`config.mk`:
```
export PLATFORM = sky130hd
export DESIGN_NAME = pisr_resolver
export DESIGN_NICKNAME = d
export VERILOG_FILES = /design/src/include/pisr_pkg.sv /design/src/verilog/pisr_llc_sizer.sv /design/src/verilog/pisr_resolver.sv
export SDC_FILE = /design/constraint.sdc
export NUM_CORES = 1
export LEC_CHECK = 0
export ABC_CLOCK_PERIOD_IN_PS = 4150
export BUFFER_PORTS_ARGS = -buffer_cell sky130_fd_sc_hd__buf_2
export CAP_MARGIN = 30
export CORE_UTILIZATION = 56
export CTS_CLUSTER_SIZE = 20
export DETAILED_ROUTE_END_ITERATION = 12
export PLACE_DENSITY = 0.82
export REMOVE_ABC_BUFFERS = 1
export SLEW_MARGIN = 20
export SYNTH_ARGS = -nofsm -noshare
export SYNTH_HDL_FRONTEND = slang
export SYNTH_SLANG_ARGS = --single-unit
```
`constraint.sdc`:
```
create_clock -name clk_i -period 4.15 [get_ports clk_i]
set_input_delay 1.0375 -clock clk_i [delete_from_list [all_inputs] [get_ports clk_i]]
set_output_delay 1.0375 -clock clk_i [all_outputs]
set_load 0.02 [all_outputs]
```
`src/include/pisr_pkg.sv`:
```
package pisr_pkg;

  // ==========================================================
  // sizes
  localparam int NUM_CORES = 2;
  localparam int LLC_WAYS = 16;
  localparam int WAY_W = 5;

  // ==========================================================
  // core idle levels, ordered shallow to deep
  typedef logic [2:0] pisr_lvl_t;
  localparam pisr_lvl_t LVL_C0 = 3'h0;
  localparam pisr_lvl_t LVL_C1 = 3'h1;
  localparam pisr_lvl_t LVL_C3 = 3'h2;
  localparam pisr_lvl_t LVL_C6 = 3'h3;
  localparam pisr_lvl_t LVL_C7 = 3'h4;
  localparam pisr_lvl_t LVL_C8 = 3'h5;
  localparam pisr_lvl_t LVL_C9 = 3'h6;
  localparam pisr_lvl_t LVL_C10 = 3'h7;

  // ==========================================================
  // package states, declared shallow to deep so that > means deeper
  typedef enum logic [3:0] {
    PK_C0, PK_C1, PK_C1E, PK_C2, PK_C3, PK_C6, PK_C7, PK_C8, PK_C9, PK_C10
  } pisr_pkg_state_e;

  // ==========================================================
  // carriers
  typedef struct packed {
    pisr_lvl_t lvl;
    logic c1e_hint;
    logic flush_all_hint;
  } pisr_core_req_s;

  typedef struct packed {
    logic grant_lp;
    logic allow_c6;
    logic grant_c7;
    logic hold_shallow;
    logic latency_block;
  } pisr_plat_s;

  typedef struct packed {
    logic c1e_en;
    logic c1e_autopromo;
    logic limit_c1;
  } pisr_cfg_s;

  typedef struct packed {
    logic clk_min;
    logic v_low;
    logic sa_off;
    logic rails_off;
    logic vcc_zero;
    logic vr_deep;
  } pisr_pwr_s;

  // ==========================================================
  // reset values and timing
  localparam logic [WAY_W-1:0] WAYS_RST = 5'h10;
  localparam logic [WAY_W-1:0] FLUSH_STEP = 5'h04;
  localparam int CLK_PERIOD_PS = 8000;
  localparam int FREQ_SETTLE_NS = 32;
  localparam int FREQ_SETTLE_CYC = (FREQ_SETTLE_NS * 1000 + CLK_PERIOD_PS - 1) / CLK_PERIOD_PS;
  localparam int EXPAND_GAP_NS = 64;
  localparam int EXPAND_GAP_CYC = (EXPAND_GAP_NS * 1000 + CLK_PERIOD_PS - 1) / CLK_PERIOD_PS;
  localparam logic [3:0] SETTLE_LAST = 4'(FREQ_SETTLE_CYC - 1);
  localparam logic [3:0] EXPAND_LAST = 4'(EXPAND_GAP_CYC - 1);

endpackage

```
`src/verilog/pisr_llc_sizer.sv`:
```
`timescale 1ns/1ps
module pisr_llc_sizer (
  input wire logic clk_i,
  input wire logic srst_i,
  input wire logic en_i,
  input wire logic flush_req_i,
  input wire logic flush_all_i,
  input wire logic expand_i,
  output logic [pisr_pkg::WAY_W-1:0] ways_o,
  output logic flush_o
);
  import pisr_pkg::*;

  // ==========================================================
  // way count
  logic [WAY_W-1:0] ways_q, ways_d;
  logic [3:0] gap_q, gap_d;
  logic flush_q, flush_d;
  wire can_flush = flush_req_i && (ways_q != 5'h00);
  wire big_step = flush_all_i || (ways_q < FLUSH_STEP);
  wire can_grow = expand_i && !flush_req_i && (ways_q < WAYS_RST);
  wire gap_done = (gap_q == EXPAND_LAST);

  always_comb begin
    ways_d = ways_q;
    gap_d = 4'h0;
    flush_d = 1'b0;
    if (can_flush) begin
      // a few ways per cycle, or everything at once
      ways_d = big_step ? 5'h00 : ways_q - FLUSH_STEP;
      flush_d = 1'b1;
    end else if (can_grow) begin
      // regrow one way at a time so the refill traffic stays spread out
      gap_d = gap_done ? 4'h0 : gap_q + 4'h1;
      if (gap_done) begin
        ways_d = ways_q + 5'h01;
      end
    end
  end

  always_ff @(posedge clk_i) begin
    if (srst_i) begin
      ways_q <= WAYS_RST;
      gap_q <= 4'h0;
      flush_q <= 1'b0;
    end else if (en_i) begin
      ways_q <= ways_d;
      gap_q <= gap_d;
      flush_q <= flush_d;
    end
  end

  assign ways_o = ways_q;
  assign flush_o = flush_q;

endmodule

```
`src/verilog/pisr_resolver.sv`:
```
`timescale 1ns/1ps
// Function
// - package request is lowest core level
// - cores may idle deeper than package
// - idle states move directly, skipping C0
// - unmasked core break wakes core, package C0
// - masked core break returns to prior state
// - memory wake returns to prior state
// - platform hold keeps shallower state during service
// - two cores resolve to the shallower level
// - enhanced halt enabled gives C1E when shallowest core is C1
// - package C0 on active core or no grant
// - C1E lowers clock first, then voltage
// - package C1 when all cores C1 or deeper
// - C1E by hint, limit, or autopromotion
// - no system notice entering C1 or C1E
// - C2 internal only, on latency constraints
// - memory request in deep idle gives C2
// - C3 needs grant, cache stays valid
// - C6 when allowed but C7 not granted
// - no flush while any core requests C6
// - C7 needs all cores C7, agent off
// - C8 to C10 add cumulative power-off steps
// - deep request flushes cache, C0 regrows it
// - auto-demotion off until firmware enables it
module pisr_resolver (
  input wire logic clk_i,
  input wire logic srst_i,
  input wire logic en_i,
  input wire pisr_pkg::pisr_core_req_s [pisr_pkg::NUM_CORES-1:0] core_req_i,
  input wire logic gfx_deep_i,
  input wire pisr_pkg::pisr_plat_s plat_i,
  input wire pisr_pkg::pisr_cfg_s cfg_i,
  input wire logic cfg_wr_i,
  input wire logic cfg_autodemote_i,
  input wire logic [pisr_pkg::NUM_CORES-1:0] brk_core_i,
  input wire logic [pisr_pkg::NUM_CORES-1:0] brk_mask_i,
  input wire logic mem_req_i,
  input wire logic mem_busy_i,
  output pisr_pkg::pisr_pkg_state_e pkg_state_o,
  output logic [pisr_pkg::NUM_CORES-1:0] core_wake_o,
  output logic [pisr_pkg::NUM_CORES-1:0] brk_fwd_o,
  output pisr_pkg::pisr_pwr_s pwr_o,
  output logic sys_notify_o,
  output logic llc_flush_o,
  output logic [pisr_pkg::WAY_W-1:0] llc_ways_o,
  output logic autodemote_en_o
);
  import pisr_pkg::*;

  // ==========================================================
  // per-core reduction
  pisr_lvl_t min_chain [NUM_CORES:0];
  logic [NUM_CORES:0] hint_chain;
  logic [NUM_CORES:0] c6_chain;
  logic [NUM_CORES:0] fall_chain;
  assign min_chain[0] = LVL_C10;
  assign hint_chain[0] = 1'b1;
  assign c6_chain[0] = 1'b0;
  assign fall_chain[0] = 1'b0;

  genvar gi;
  generate
    for (gi = 0; gi < NUM_CORES; gi++) begin : g_core
      // shallowest level wins
      assign min_chain[gi+1] = (core_req_i[gi].lvl < min_chain[gi]) ?
                               core_req_i[gi].lvl : min_chain[gi];
      assign hint_chain[gi+1] = hint_chain[gi] && core_req_i[gi].c1e_hint;
      assign c6_chain[gi+1] = c6_chain[gi] || (core_req_i[gi].lvl == LVL_C6);
      assign fall_chain[gi+1] = fall_chain[gi] || core_req_i[gi].flush_all_hint;
    end
  endgenerate

  wire pisr_lvl_t min_lvl = min_chain[NUM_CORES];
  wire all_c1e_hint = hint_chain[NUM_CORES];
  wire any_c6 = c6_chain[NUM_CORES];
  wire flush_all_hint = fall_chain[NUM_CORES];

  // ==========================================================
  // break events
  wire [NUM_CORES-1:0] brk_live = brk_core_i & ~brk_mask_i;
  wire brk_unmasked = |brk_live;
  wire brk_masked = |(brk_core_i & brk_mask_i);
  wire deep_idle = (min_lvl >= LVL_C3) && gfx_deep_i;

  // ==========================================================
  // registers
  pisr_pkg_state_e state_q, state_d;
  pisr_pkg_state_e prior_q;
  logic [NUM_CORES-1:0] hold_c0_q;
  logic svc_q, svc_d;
  logic [NUM_CORES-1:0] wake_q, fwd_q;
  logic clk_min_q, v_low_q;
  logic [3:0] settle_q;
  logic notify_q;
  logic demote_q;
  pisr_pwr_s pwr_d;

  // ==========================================================
  // memory and snoop service
  wire mem_wake = mem_req_i && deep_idle && (state_q >= PK_C2);
  wire svc_end = !mem_busy_i && !plat_i.hold_shallow;
  always_comb begin
    svc_d = svc_q;
    if (mem_wake) begin
      svc_d = 1'b1;
    end else if (svc_end) begin
      svc_d = 1'b0;
    end
  end

  // ==========================================================
  // target resolution
  // autopromotion alone is enough, firmware need not set both bits
  wire c1e_sel = all_c1e_hint ||
                 cfg_i.c1e_autopromo ||
                 cfg_i.c1e_en;
  wire core_pinned = |(hold_c0_q & ~brk_core_i);

  pisr_pkg_state_e idle_tgt;
  always_comb begin
    // cores keep their own levels; only the package is capped here
    idle_tgt = PK_C0;
    if (min_lvl == LVL_C1) begin
      idle_tgt = c1e_sel ? PK_C1E : PK_C1;
    end else if (cfg_i.limit_c1) begin
      idle_tgt = PK_C1E;
    end else if (!gfx_deep_i) begin
      idle_tgt = PK_C1;
    end else if (svc_q || plat_i.latency_block) begin
      idle_tgt = PK_C2;
    end else if (min_lvl == LVL_C3 || !plat_i.allow_c6) begin
      idle_tgt = PK_C3;
    end else if (min_lvl == LVL_C6 || !plat_i.grant_c7) begin
      idle_tgt = PK_C6;
    end else begin
      case (min_lvl)
        LVL_C7: idle_tgt = PK_C7;
        LVL_C8: idle_tgt = PK_C8;
        LVL_C9: idle_tgt = PK_C9;
        LVL_C10: idle_tgt = PK_C10;
        default: idle_tgt = PK_C6;
      endcase
    end
  end

  always_comb begin
    state_d = idle_tgt;
    if (brk_unmasked || core_pinned) begin
      state_d = PK_C0;
    end else if (min_lvl == LVL_C0 || !plat_i.grant_lp) begin
      state_d = PK_C0;
    end else if (brk_masked && state_q != PK_C0) begin
      state_d = prior_q;
    end
  end

  // ==========================================================
  // package state
  always_ff @(posedge clk_i) begin
    if (srst_i) begin
      state_q <= PK_C0;
      prior_q <= PK_C0;
      svc_q <= 1'b0;
    end else if (en_i) begin
      state_q <= state_d;
      svc_q <= svc_d;
      if (state_q != PK_C0) begin
        prior_q <= state_q;
      end
    end
  end

  // ==========================================================
  // core wake and forwarding
  always_ff @(posedge clk_i) begin
    if (srst_i) begin
      wake_q <= '0;
      fwd_q <= '0;
      hold_c0_q <= '0;
    end else if (en_i) begin
      wake_q <= brk_core_i;
      fwd_q <= brk_core_i;
      for (int i = 0; i < NUM_CORES; i++) begin
        // pin the package at C0 until the woken core reports active
        if (brk_live[i]) begin
          hold_c0_q[i] <= 1'b1;
        end else if (core_req_i[i].lvl == LVL_C0) begin
          hold_c0_q[i] <= 1'b0;
        end
      end
    end
  end

  // ==========================================================
  // enhanced halt clock then voltage
  wire in_c1e = (state_q == PK_C1E);
  always_ff @(posedge clk_i) begin
    if (srst_i) begin
      clk_min_q <= 1'b0;
      v_low_q <= 1'b0;
      settle_q <= 4'h0;
    end else if (en_i) begin
      clk_min_q <= in_c1e;
      if (!in_c1e || !clk_min_q) begin
        settle_q <= 4'h0;
        v_low_q <= 1'b0;
      end else if (settle_q == SETTLE_LAST) begin
        v_low_q <= 1'b1;
      end else begin
        settle_q <= settle_q + 4'h1;
      end
    end
  end

  // ==========================================================
  // deeper power actions accumulate
  always_comb begin
    pwr_d = '0;
    pwr_d.sa_off = (state_q >= PK_C7);
    pwr_d.rails_off = (state_q >= PK_C8);
    pwr_d.vcc_zero = (state_q >= PK_C9);
    pwr_d.vr_deep = (state_q >= PK_C10);
  end

  pisr_pwr_s pwr_q;
  always_ff @(posedge clk_i) begin
    if (srst_i) begin
      pwr_q <= '0;
    end else if (en_i) begin
      pwr_q <= pwr_d;
    end
  end

  // ==========================================================
  // system notice, only for states that reach the platform
  wire deep_entry = (state_d >= PK_C3) && (state_d != state_q);
  always_ff @(posedge clk_i) begin
    if (srst_i) begin
      notify_q <= 1'b0;
    end else if (en_i) begin
      notify_q <= deep_entry;
    end
  end

  // ==========================================================
  // auto-demotion enable, off from reset
  always_ff @(posedge clk_i) begin
    if (srst_i) begin
      demote_q <= 1'b0;
    end else if (en_i && cfg_wr_i) begin
      demote_q <= cfg_autodemote_i;
    end
  end

  // ==========================================================
  // shared cache sizing
  // C3 never flushes, so the cache keeps its contents there
  wire flush_req = (min_lvl >= LVL_C7) && (state_q >= PK_C6) && !any_c6;
  wire expand = (state_q == PK_C0);

  pisr_llc_sizer u_llc (
    .clk_i(clk_i),
    .srst_i(srst_i),
    .en_i(en_i),
    .flush_req_i(flush_req),
    .flush_all_i(flush_all_hint),
    .expand_i(expand),
    .ways_o(llc_ways_o),
    .flush_o(llc_flush_o)
  );

  // ==========================================================
  // outputs
  assign pkg_state_o = state_q;
  assign core_wake_o = wake_q;
  assign brk_fwd_o = fwd_q;
  assign sys_notify_o = notify_q;
  assign autodemote_en_o = demote_q;
  always_comb begin
    pwr_o = pwr_q;
    pwr_o.clk_min = clk_min_q;
    pwr_o.v_low = v_low_q;
  end

  // ==========================================================
  // checks
  wire quiet = en_i && !brk_unmasked && !core_pinned && !brk_masked;
  wire granted = quiet && plat_i.grant_lp && min_lvl != LVL_C0;
endmodule

```
# [After elaboration in Yosys (flattened, before gate mapping)]
# Cells that the tools add are included.
[totals] inputBits=30 word_cells=140 ff_bits=35 output_inout_bits=22
[op_classes] n_lt_le_gt_ge=13 muxes=31 bitwise_logic=5 n_reduce_logical=55 addsub=4 n_eq_ne=14
[op_table] cell="two-way mux 4 bit" n=14
[op_table] cell="two-way mux 5 bit" n=4
[op_table] cell=">= comparator 4 x 3 -> 1 bit, second input constant" n=4
[op_table] cell="case mux 4 bit (4 select lines)" n=1
[op_table] cell="logical AND 1 bit" n=13
[op_table] cell="equality test 3 x 2 -> 1 bit, second input constant" n=4
[op_table] cell="equality test 3 bit, second input constant" n=4
[op_table] cell="AND reduction 2 bit" n=6
[op_table] cell="nonzero test 2 bit" n=6
[op_table] cell="logical OR 1 bit" n=11
[op_table] cell="logical NOT 1 bit" n=9
[op_table] cell="logical NOT 3 bit" n=3
[op_table] cell="two-way mux 1 bit" n=9
[op_table] cell="adder 4 x 1 -> 4 bit, second input constant" n=2
[op_table] cell="equality test 4 x 2 -> 1 bit, second input constant" n=2
[op_table] cell=">= comparator 4 bit, second input constant" n=2
[op_table] cell="bitwise AND 2 bit" n=3
[op_table] cell="two-way mux 3 bit" n=2
[op_table] cell="OR reduction 2 bit" n=3
[op_table] cell="adder 5 x 1 -> 5 bit, second input constant" n=1
[op_table] cell="< comparator 5 x 3 -> 1 bit, second input constant" n=1
[op_table] cell="< comparator 5 bit, second input constant" n=1
[op_table] cell="nonzero test 5 bit" n=1
[op_table] cell="subtractor 5 x 3 -> 5 bit, second input constant" n=1
[op_table] cell="14 further kinds" n=15

# [Depth between registers and ports, before layout]
# Gate-level depths: netlist of run 1.
[depth] ltp_word=17 ltp_mapped=11

# [Modules after synthesis]
# A second synthesis of run 1 with hierarchy kept.
[unflattened] cells_unflattened=294 hier_area_um2=2307.2
[by_module_without_submodules] module="pisr_resolver" n_inst=1 cells_per_inst=218 seq_area_each_um2=500.5 area_each_um2=1652.8
[by_module_without_submodules] module="pisr_llc_sizer" n_inst=1 cells_per_inst=76 seq_area_each_um2=200.2 area_each_um2=654.4

# [Worst setup path before layout of run 1]
# OpenSTA, ideal clock, no wires.
[synth_path] path_type="input to register" from="input port core_req_i[4] in the netlist's numbering" to="register notify_q (netlist: sys_notify_o)" setup_ns=0.092 arrival_ns=3.076 path_stages=11 slack_ns=0.982 t_required_ns=4.058 path_cell_list="buf_4 -> inv_1 -> ha_1 -> a21oi_2 -> o21a_4 -> o211a_4 -> a221oi_1 -> or4_1 -> o2111a_1 -> o221a_1 -> o32ai_1"
[synth_via] elab_chain_cells=17 elab_cells_between_ends=28 classes_between="3 x order compare; 8 x eq/ne; 12 x mux; 5 x reduce/logical"
[synth_lines] item="start: declaration" line_no="pisr_resolver.sv:30" text="input wire pisr_pkg::pisr_core_req_s [pisr_pkg::NUM_CORES-1:0] core_req_i,"
[synth_lines] item="< comparator 3 bit" line_no="pisr_resolver.sv:66" text="assign min_chain[gi+1] = (core_req_i[gi].lvl < min_chain[gi]) ?"
[synth_lines] item="two-way mux 3 bit *" line_no="pisr_resolver.sv:66"
[synth_lines] item="< comparator 3 bit" line_no="pisr_resolver.sv:66"
[synth_lines] item="two-way mux 3 bit *" line_no="pisr_resolver.sv:66"
[synth_lines] item="equality test 3 bit / equality test 3 x 2 -> 1 bit (equally long branches)" line_no="pisr_resolver.sv:137, pisr_resolver.sv:134"
[synth_lines] item="case mux 4 bit (4 select lines) / logical OR 1 bit (equally long branches)" line_no="pisr_resolver.sv:137, pisr_resolver.sv:134"
[synth_lines] item="two-way mux 4 bit" line_no="pisr_resolver.sv:134" text="end else if (min_lvl == LVL_C6 || !plat_i.grant_c7) begin"
[synth_lines] item="two-way mux 4 bit" line_no="pisr_resolver.sv:132" text="end else if (min_lvl == LVL_C3 || !plat_i.allow_c6) begin"
[synth_lines] item="two-way mux 4 bit" line_no="pisr_resolver.sv:130" text="end else if (svc_q || plat_i.latency_block) begin"
[synth_lines] item="two-way mux 4 bit" line_no="pisr_resolver.sv:128" text="end else if (!gfx_deep_i) begin"
[synth_lines] item="two-way mux 4 bit" line_no="pisr_resolver.sv:126" text="end else if (cfg_i.limit_c1) begin"
[synth_lines] item="two-way mux 4 bit" line_no="pisr_resolver.sv:124" text="if (min_lvl == LVL_C1) begin"
[synth_lines] item="two-way mux 4 bit" line_no="pisr_resolver.sv:153" text="end else if (brk_masked && state_q != PK_C0) begin"
[synth_lines] item="two-way mux 4 bit *" line_no="pisr_resolver.sv:151" text="end else if (min_lvl == LVL_C0 || !plat_i.grant_lp) begin"
[synth_lines] item="two-way mux 4 bit *" line_no="pisr_resolver.sv:149" text="if (brk_unmasked || core_pinned) begin"
[synth_lines] item=">= comparator 4 x 3 -> 1 bit / != test 4 bit (equally long branches)" line_no="pisr_resolver.sv:237" text="wire deep_entry = (state_d >= PK_C3) && (state_d != state_q);"
[synth_lines] item="logical AND 1 bit *" line_no="pisr_resolver.sv:237"
[synth_lines] item="end signal: assignment" line_no="pisr_resolver.sv:242" text="notify_q <= deep_entry;"
[synth_lines] item="end: declaration" line_no="pisr_resolver.sv:95" text="logic notify_q;"
# Mark *: on every way between the ends. The rest lies on a longest branch, timed or not.
# A chain may end at the register's enable or synchronous reset.

# [Worst setup path in the final report of run 1]
[layout_path] from="input port core_req_i[4] in the netlist's numbering" to="register u_llc.ways_q[4] (netlist: u_llc.ways_o[4])"
[layout_via] elab_chain_cells=12 elab_cells_between_ends=18 classes_between="3 x order compare; 1 x eq/ne; 3 x mux; 11 x reduce/logical"
[layout_lines] item="< comparator 3 bit" line_no="pisr_resolver.sv:66"
[layout_lines] item="two-way mux 3 bit" line_no="pisr_resolver.sv:66"
[layout_lines] item="< comparator 3 bit" line_no="pisr_resolver.sv:66"
[layout_lines] item="two-way mux 3 bit" line_no="pisr_resolver.sv:66"
[layout_lines] item=">= comparator 3 bit" line_no="pisr_resolver.sv:259" text="wire flush_req = (min_lvl >= LVL_C7) && (state_q >= PK_C6) && !any_c6;"
[layout_lines] item="logical AND 1 bit" line_no="pisr_resolver.sv:259"
[layout_lines] item="logical AND 1 bit *" line_no="pisr_resolver.sv:259"
[layout_lines] item="logical NOT 1 bit" line_no="pisr_llc_sizer.sv:21" text="wire can_grow = expand_i && !flush_req_i && (ways_q < WAYS_RST);"
[layout_lines] item="logical AND 1 bit (2 in a row)" line_no="pisr_llc_sizer.sv:21"
[layout_lines] item="nonzero test 2 bit (no line)"
[layout_lines] item="AND reduction 3 bit (no line)"
[layout_lines] item="end signal: assignment" line_no="pisr_llc_sizer.sv:47" text="ways_q <= ways_d;"
[layout_lines] item="end: declaration" line_no="pisr_llc_sizer.sv:16" text="logic [WAY_W-1:0] ways_q, ways_d;"
# Marks and branches as above.

==> metrics.md, run 1 <==
| Metric | Value |
|---|---|
| Grt total ovfl | `0` |
| H-tree depth | `2` |
| Initial antenna violation count | `0` |
| I/O pin count | `52` |
| Top_reg_cell synth | `dfxtp_1` |
| Min-delay worst type | `reg -> reg` |
| Worst-Skew Late Latency | `0.29 ns` |
| Pleak | `1.081 nW` |
| 1st-pass router iterations | `4` |
| Vias in the first global route | `2,052` |
| Comb pwr share | `16.1%` |
| CP Launch Type | `primary input` |
| Layout Nets | `approximately 380` |
| Cts repair resizes | `0` |
| Max cap viols | `0` |
| Via count | `2,369` |
| Ys async rst share | `0%` |
| Status | `completed` |
| Tot Pwr | `791.2 uW` |
| Port-buffer cells | `51` |
| Core footprint | `3799 sq um` |
| Final core utilization | `69.76%` |
| Slew margin rel. | `57.09%` |
| Post-synthesis register bit count | `35` |
| Sink Count | `35` |
| Largest net degree at the start of global routing | `38` |
| Sw Ratio | `between 20% and 30%` |
| Arrival @ worst endpoint | `3.35 ns` |
| Syn_area_per_cell | `around 7.6 sq um` |
| Fmax | `314.3 MHz` |
| Final worst-path cycle share | `around three quarters` |
| CTS Hold Buffers Added | `0` |
| Slew at the pin closest to its max-slew limit | `0.6347 ns` |
| Final setup viols | `0` |
| Initial Util | `roughly 61%` |
| Synthesized area | `2306 sq um` |
| Skew final | `0.004819 ns` |
| Distinct cells, synth | `61` |
| Mapped Cells | `302` |
| Post-synthesis sequential area ratio | `30.39%` |
| WL/cell | `14.59 microns` |
| Inserted Diodes | `0` |
| Total length of routed wires | `5703 microns` |
| Power per cell area | `298.6 nW/um^2` |
| DR DRC count | `0` |
| Setup ws final | `approximately 0.97 ns` |
| First-pass GRT wire length | `just over 9000 microns` |
| Placement Setup Slack | `between 0.6 and 0.7 ns` |
| Synth warn | `0` |
| Worst-path clk slew | `~0.080 ns` |
| Critical path peak fanout | `10` |
| Clk pwr share | `40.2%` |
| Worst setup EP type | `flip-flop` |
| Die H | `66.17 microns` |
| GPL Wtd Cong | `roughly 0.9` |
| CTS root buf | `clkbuf_8` |
| Fin crit period | `3.181 ns` |
| Reg power frac | `a little over two fifths` |
| CTS Buffer Depth | `2` |
| CP Class | `in -> reg` |
| CP required | `approximately 4.3 ns` |
| Post-CTS Repair Setup Buffers | `0` |
| Chip width | `around 66 microns` |
| GRT Total Usage | `27.89%` |
| Max Slew Vio Count | `0` |
| Routed Antenna Nets | `0` |
| Final hold vios | `0` |
| Fraction of layout cells with a size suffix above 1 | `21.87%` |
| EDFF count, synth | `0` |
| Cell-internal power | `570.1 uW` |
| Routed vias/inst | `6.059` |
| RSZ-0062 raised after global routing | `false` |
| NetSw | `221.1 uW` |
| Row count | `22` |
| Num CTS Buffers | `5` |
| Area delta synth->final | `14.92%` |
| CTS tree | `built` |
| Die area | `4378 sq um` |
| Setup tns final | `0 ns` |
| Dpl hpwl | `4006 microns` |
| Max VDD drop | `0.0002669 V` |
| First DRT Iteration DRCs | `244` |
-- layout make-up --
type	instances	area, sq um
flip-flops and latches	35	700.7
inverters	14	52.55
clock inverters	3	47.55
multi-input cells	234	1458
well taps	48	60.06
clock buffers	5	68.82
repair buffers	52	262.8
fillers	328	1149
-- flip-flops by register name, summed over array words and instances, names as in the netlist --
name / flops
svc_q: 1
pwr_o: 4
v_low_q: 1
u_llc.ways_o: 5
u_llc.flush_o: 1
hold_c0_q: 2
sys_notify_o: 1
settle_q: 4
prior_q: 4
u_llc.gap_q: 4
clk_min_q: 1
pkg_state_o: 4
autodemote_en_o: 1
brk_fwd_o: 2
-- final timing paths --
kind | from | endpoint | slack (ns) | cells after the start
worst max-delay path | core_req_i[4] | u_llc.ways_o[4] | 0.97 | 11
worst min-delay path | autodemote_en_o | autodemote_en_o | 0.46 | 2
worst max register to register | u_llc.ways_o[2] | u_llc.ways_o[4] | 1.69 | 10
worst min register to register | autodemote_en_o | autodemote_en_o | 0.46 | 2
-- routing by layer --
layer / share of wire, % / vias to the layer above / GRT usage (%) / wire length [microns]
met5: 0 / - / 0 / 0
met4: 0.96 / 0 / 11.17 / 55
met3: 5.8 / 6 / 4.828 / 332
met2: 46 / 92 / 46.43 / 2648
met1: 47 / 1081 / 35.41 / 2667
li1: - / 1190 / - / -
-- kinds of logic (layout without fill, tap and decap cells) --
logic type / Yosys count / count (layout) / synth area share, %
and+or+nand+nor: 120 / 120 / 25.40
AOI/OAI and AO/OA: 99 / 99 / 30.33
buffers and inverters: 33 / 74 / 6.402
DFF: 35 / 35 / 30.39
adders and majority gates: 9 / 9 / 4.883
muxes: 6 / 6 / 2.605
-- synthesized netlist by cell type (all sizes together) (3+ instances only) --
cell type | number | area [sq um]
a21oi | 34 | 181.4
nand3 | 20 | 100.1
o22ai | 3 | 18.77
o41ai | 3 | 33.79
nor2 | 32 | 122.6
buf | 8 | 53.79
o21a | 3 | 30.02
a21boi | 3 | 22.52
o211ai | 6 | 50.05
dfxtp | 35 | 700.7
a22oi | 3 | 22.52
o21ai | 16 | 80.08
or2 | 3 | 18.78
inv | 14 | 52.55
a211oi | 8 | 60.06
nor3b | 3 | 22.52
nand2 | 36 | 137.6
a31oi | 3 | 18.77
ha | 9 | 112.6
mux2i | 6 | 60.06
nor3 | 8 | 40.04
nand3b | 4 | 30.03
clkbuf | 11 | 41.29
-- worst max-delay path, stage by stage --
cell      delay [ns]
buf_2           0.18
inv_1           0.08
ha_1            0.36
a21oi_2         0.25
o21a_4          0.21
mux2i_1         0.15
nor2_1          0.41
o21a_1          0.31
o21ai_0         0.12
o21ai_1         0.14
o211ai_1        0.10
-- metrics by stage --
stage	instances	cell area, sq um	hold slack (ns)
floorplan	283	2211	0.4271
global placement	383	2534	0.4421
detailed placement	383	2534	0.4531
CTS	391	2650	0.4634
global route	391	2650	0.4792
finish	391	2650	0.4621
-- power by group through the flow --
stage	logic [mW]	clock network [mW]	registers, mW
detailed placement	0.125	0	0.353
finish	0.128	0.318	0.346
global placement	0.124	0	0.353
floorplan	0.0698	0	0.358
CTS	0.126	0.324	0.345
global route	0.139	0.343	0.346
-- placed cells by master (no fill, tap or decap), types with 2 or more instances in the layout --
cell type and n:
a21oi_1 31, nor2_1 31, a22oi_1 3, clkbuf_8 5
ha_1 9, mux2i_1 6, nand3_1 20, and3_1 2
o21ai_1 4, inv_1 14, o41ai_1 2, nor3b_1 3
a21boi_1 2, a211oi_1 8, or4_1 2, a31oi_1 3
a21oi_2 3, o211ai_1 5, nor4b_1 2, dfxtp_1 35
o22ai_1 3, buf_2 51, o32ai_1 2, o2111ai_1 2
nand3b_1 4, nand2_1 35, nor3_1 8, o21ai_0 12
o21a_1 2
Power figures use the tool's default switching activity.
==> run 2: changes to the inputs <==
- ABC_AREA: not set -> 1
- ABC_CLOCK_PERIOD_IN_PS: 4150 -> 2800
- CORE_UTILIZATION: 56 -> 48
- PLACE_DENSITY: 0.82 -> 0.76
- clock period: 4.15 -> 2.8 ns (I/O delays scaled with it)
==> run 2 against run 1 <==
Net effect: setup slack got worse by 0.64 ns; final area fell by 5.5%; area after synthesis fell by 7.5%; clock skew rose by 0.0056 ns; power rose by 34%; utilization fell by 9.3 points; flip-flop and latch count did not move; cell count rose by 6.1%; critical path depth rose by 11; clock power rose by 12%; critical endpoint is now sys_notify_o; largest cell class unchanged.
==> metrics.md, run 2 <==
| Metric | Value |
|---|---|
| Initial antenna violation count | `0 (unchanged)` |
| Fillers | `397 (+21%)` |
| Worst setup EP type | `flip-flop` |
| First DRT Iteration DRCs | `226 (-7.4%)` |
| First-pass GRT wire length | `8314 microns (-10%)` |
| 1st-pass router iterations | `5 (+1)` |
| CP Class | `in -> reg` |
| Max cap viols | `0 (unchanged)` |
| Worst-Skew Late Latency | `0.29 ns (about the same)` |
| Sink Count | `35 (unchanged)` |
| Commonest non-fill, non-tap cell in the layout | `nand2_1` |
| Beginning of the critical path | `core_req_i[4]` |
| Final worst-path cycle share | `88.18%` |
| RSZ-0062 raised after global routing | `false` |
| EDFF count, synth | `0 (unchanged)` |
| Final core utilization | `60.45% (-9.3 points)` |
| Max Slew Vio Count | `0 (unchanged)` |
| Reg power frac | `48.7% (+5.0 points)` |
| Reg-to-Reg End | `sys_notify_o` |
| Vias in the first global route | `1,933 (-5.8%)` |
| Mux contribution to synthesized area | `0% (-2.6 points)` |
| Die H | `68.67 microns (+3.8%)` |
| Largest net degree at the start of global routing | `28 (-26%)` |
| Register area | `700.7 sq um (unchanged)` |
| Ys async rst share | `0% (unchanged)` |
| Final hold vios | `0 (unchanged)` |
| Post-Layout Cell Count | `415 (+6.1%)` |
| Fraction of layout cells with a size suffix above 1 | `21.10% (-0.77 points)` |
| CTS tree | `built` |
| CTS Buffer Depth | `2 (unchanged)` |
| Routed vias/inst | `5.275 (-13%)` |
| Setup tns final | `0 ns (unchanged)` |
| Cell-internal power | `748.6 uW (+31%)` |
| Num CTS Buffers | `5 (unchanged)` |
| Comb pwr share | `17.8% (+1.7 points)` |
| Pleak | `1.204 nW (+11%)` |
| Largest family of logic cells by synthesized area | `simple AND/OR/NAND/NOR gates` |
| Final Cell Area | `2505 sq um (-5.5%)` |
| Row count | `23 (+4.5%)` |
| Dpl cells | `407 (+6.3%)` |
| Distinct cells, synth | `39 (-36%)` |
| Synthesized area | `2133 sq um (-7.5%)` |
| Layout Nets | `403 (+5.8%)` |
| WL/cell | `11.85 microns (-19%)` |
| Adder-cell share of the synthesized area | `5.279% (+0.40 points)` |
| Clk pwr share | `33.5% (-6.7 points)` |
| Critical path peak fanout | `5 (-5)` |
| Dpl hpwl | `3734 microns (-6.8%)` |
| Reg2Reg Setup Slack | `0.79 ns (-0.90 ns)` |
| Max reg flops | `5 (unchanged)` |
| Port-buffer cells | `51 (unchanged)` |
| Grt total ovfl | `0 (unchanged)` |
| CP Launch Type | `primary input` |
| Total length of routed wires | `4918 microns (-14%)` |
| Max VDD drop | `0.0003242 V (+21%)` |
| Hold_ws | `0.4625 ns (+0.0003400 ns)` |
| Setup ws final | `0.3310 ns (-0.6378 ns)` |
| Via count | `2,189 (-7.6%)` |
| CTS root buf | `clkbuf_8` |
| Core footprint | `4144 sq um (+9.1%)` |
| Initial Util | `51.48% (-9.2 points)` |
| Slew margin rel. | `61.98% (+4.9 points)` |
| CP required | `2.98 ns (-1.34 ns)` |
| Chip width | `68.67 microns (+3.8%)` |
| Synth Area in Compound Gates | `19.94% (-10 points)` |
| Slew at the pin closest to its max-slew limit | `0.5668 ns (-0.06788 ns)` |
| Area of the multi-input gates | `1232 sq um (-15%)` |
| Arrival @ worst endpoint | `2.65 ns (-0.70 ns)` |
| Post-synthesis register bit count | `35 (unchanged)` |
| GPL Wtd Cong | `0.9112 (about the same)` |
| HP Start | `autodemote_en_o` |
| DR DRC count | `0 (unchanged)` |
| Skew final | `0.01042 ns (+0.005604 ns)` |
| Synth Area in Simple Gates | `30.50% (+5.1 points)` |
| Min-delay worst type | `reg -> reg` |
| WHS Path Cells | `2 (unchanged)` |
| Routed Antenna Nets | `0 (unchanged)` |
| Worst-path clk slew | `0.08 ns (about the same)` |
| Post-CTS Repair Setup Buffers | `0 (unchanged)` |
| Top post-synthesis cells by area | `dfxtp_1, nand2_1, a21oi_1` |
| RR Startpoint | `pkg_state_o[3]` |
| Fmax | `405.0 MHz` |
| Cts repair resizes | `0 (unchanged)` |
| CTS Hold Buffers Added | `0 (unchanged)` |
| Synth warn | `0 (unchanged)` |
| NetSw | `312.6 uW (+41%)` |
| GRT Total Usage | `23.52% (-4.4 points)` |
| I/O pin count | `52 (unchanged)` |
| H-tree depth | `2 (unchanged)` |
| Status | `completed` |
| Final setup viols | `0 (unchanged)` |
| Post-DP Area | `2420 sq um (-4.5%)` |
| Tot Pwr | `1.061 mW (+34%)` |
| Top-count cell post-synth | `nand2_1` |
| Reg2reg path depth | `16 (+6)` |
| Hold path endpoint | `autodemote_en_o` |
| Fin crit period | `2.469 ns` |
| Most frequent cells in the layout | `nand2_1, buf_2, inv_1, dfxtp_1, a21oi_1` |
| Xor/xnor share of the synthesized area | `2.053% (+2.1 points)` |
| Post-synthesis sequential area ratio | `32.84% (+2.5 points)` |
| Inserted Diodes | `0 (unchanged)` |
| Die area | `4715 sq um (+7.7%)` |
| Area share of the largest cell type after synthesis | `32.84% (+2.5 points)` |
| Syn_area_per_cell | `6.816 sq um (-11%)` |
| Mapped Cells | `313 (+3.6%)` |
| Power per cell area | `423.6 nW/um^2 (+42%)` |
| Leading area contributor after synthesis | `dfxtp_1` |
| List of most frequent post-synthesis cells | `nand2_1, dfxtp_1, inv_1` |
| Placement Setup Slack | `0.04240 ns (-0.6551 ns)` |
| Sw Ratio | `29.46% (+1.5 points)` |
| Area delta synth->final | `17.42%` |
| Top_reg_cell synth | `dfxtp_1` |
run 2: critical path: stages:
cell and delay [ns]:
buf_2 0.10, inv_1 0.06, ha_1 0.34, nand2_1 0.08, clkinv_1 0.09, nand2_4 0.09, nand2_4 0.07, nand2_1 0.06
o21a_1 0.19, nand2_1 0.07, o21ai_1 0.14, nand2_1 0.06, nand2_1 0.06, nand2_1 0.05, nand2_1 0.06, nand2_1 0.06
nand2_1 0.08, nand2_1 0.05, nand2_1 0.06, nand2_1 0.05, nand2_1 0.07, a21oi_2 0.05
run 2: final cells by class:
type / instances / share of cell area, %
clock buffers: 6 / 2.897
clock inverters: 2 / 0.4995
inverters: 39 / 5.844
multi-input cells: 229 / 49.20
flip-flops and latches: 35 / 27.97
well taps: 50 / 2.498
repair buffers: 54 / 11.09
run 2: worst max path at each step:
stage,endpoint,slack (ns)
after CTS,sys_notify_o,0.35
after detailed placement,sys_notify_o,0.04
after global placement,sys_notify_o,0.09
after global routing,sys_notify_o,0.09
after floorplan,sys_notify_o,0.38
final,sys_notify_o,0.33
run 2: cells by family (layout without fill, tap and decap cells):
logic type      after synthesis  after routing
fa+ha+maj                     9              9
buf+inv                      49            101
simple gates                146            146
xor+xnor                      5              5
compound gates               69             69
flops                        35             35
run 2: power groups by stage:
stage	clock (mW)	combinational (mW)	sequential [mW]
after floorplan	0	0.110	0.537
after global placement	0	0.185	0.528
after detailed placement	0	0.187	0.528
after CTS	0.369	0.188	0.517
after global routing	0.391	0.214	0.518
final	0.355	0.189	0.517
run 2: per-layer routing:
| layer | wire length [microns] | part of all wire (%) | track usage [%] | vias up |
|---|---|---|---|---|
| li1 | - | - | - | 1141 |
| met1 | 2307 | 47 | 28.22 | 983 |
| met2 | 2308 | 47 | 41.67 | 60 |
| met3 | 250 | 5.1 | 4.605 | 5 |
| met4 | 52 | 1.1 | 7.552 | 0 |
| met5 | 0 | 0 | 0 | - |
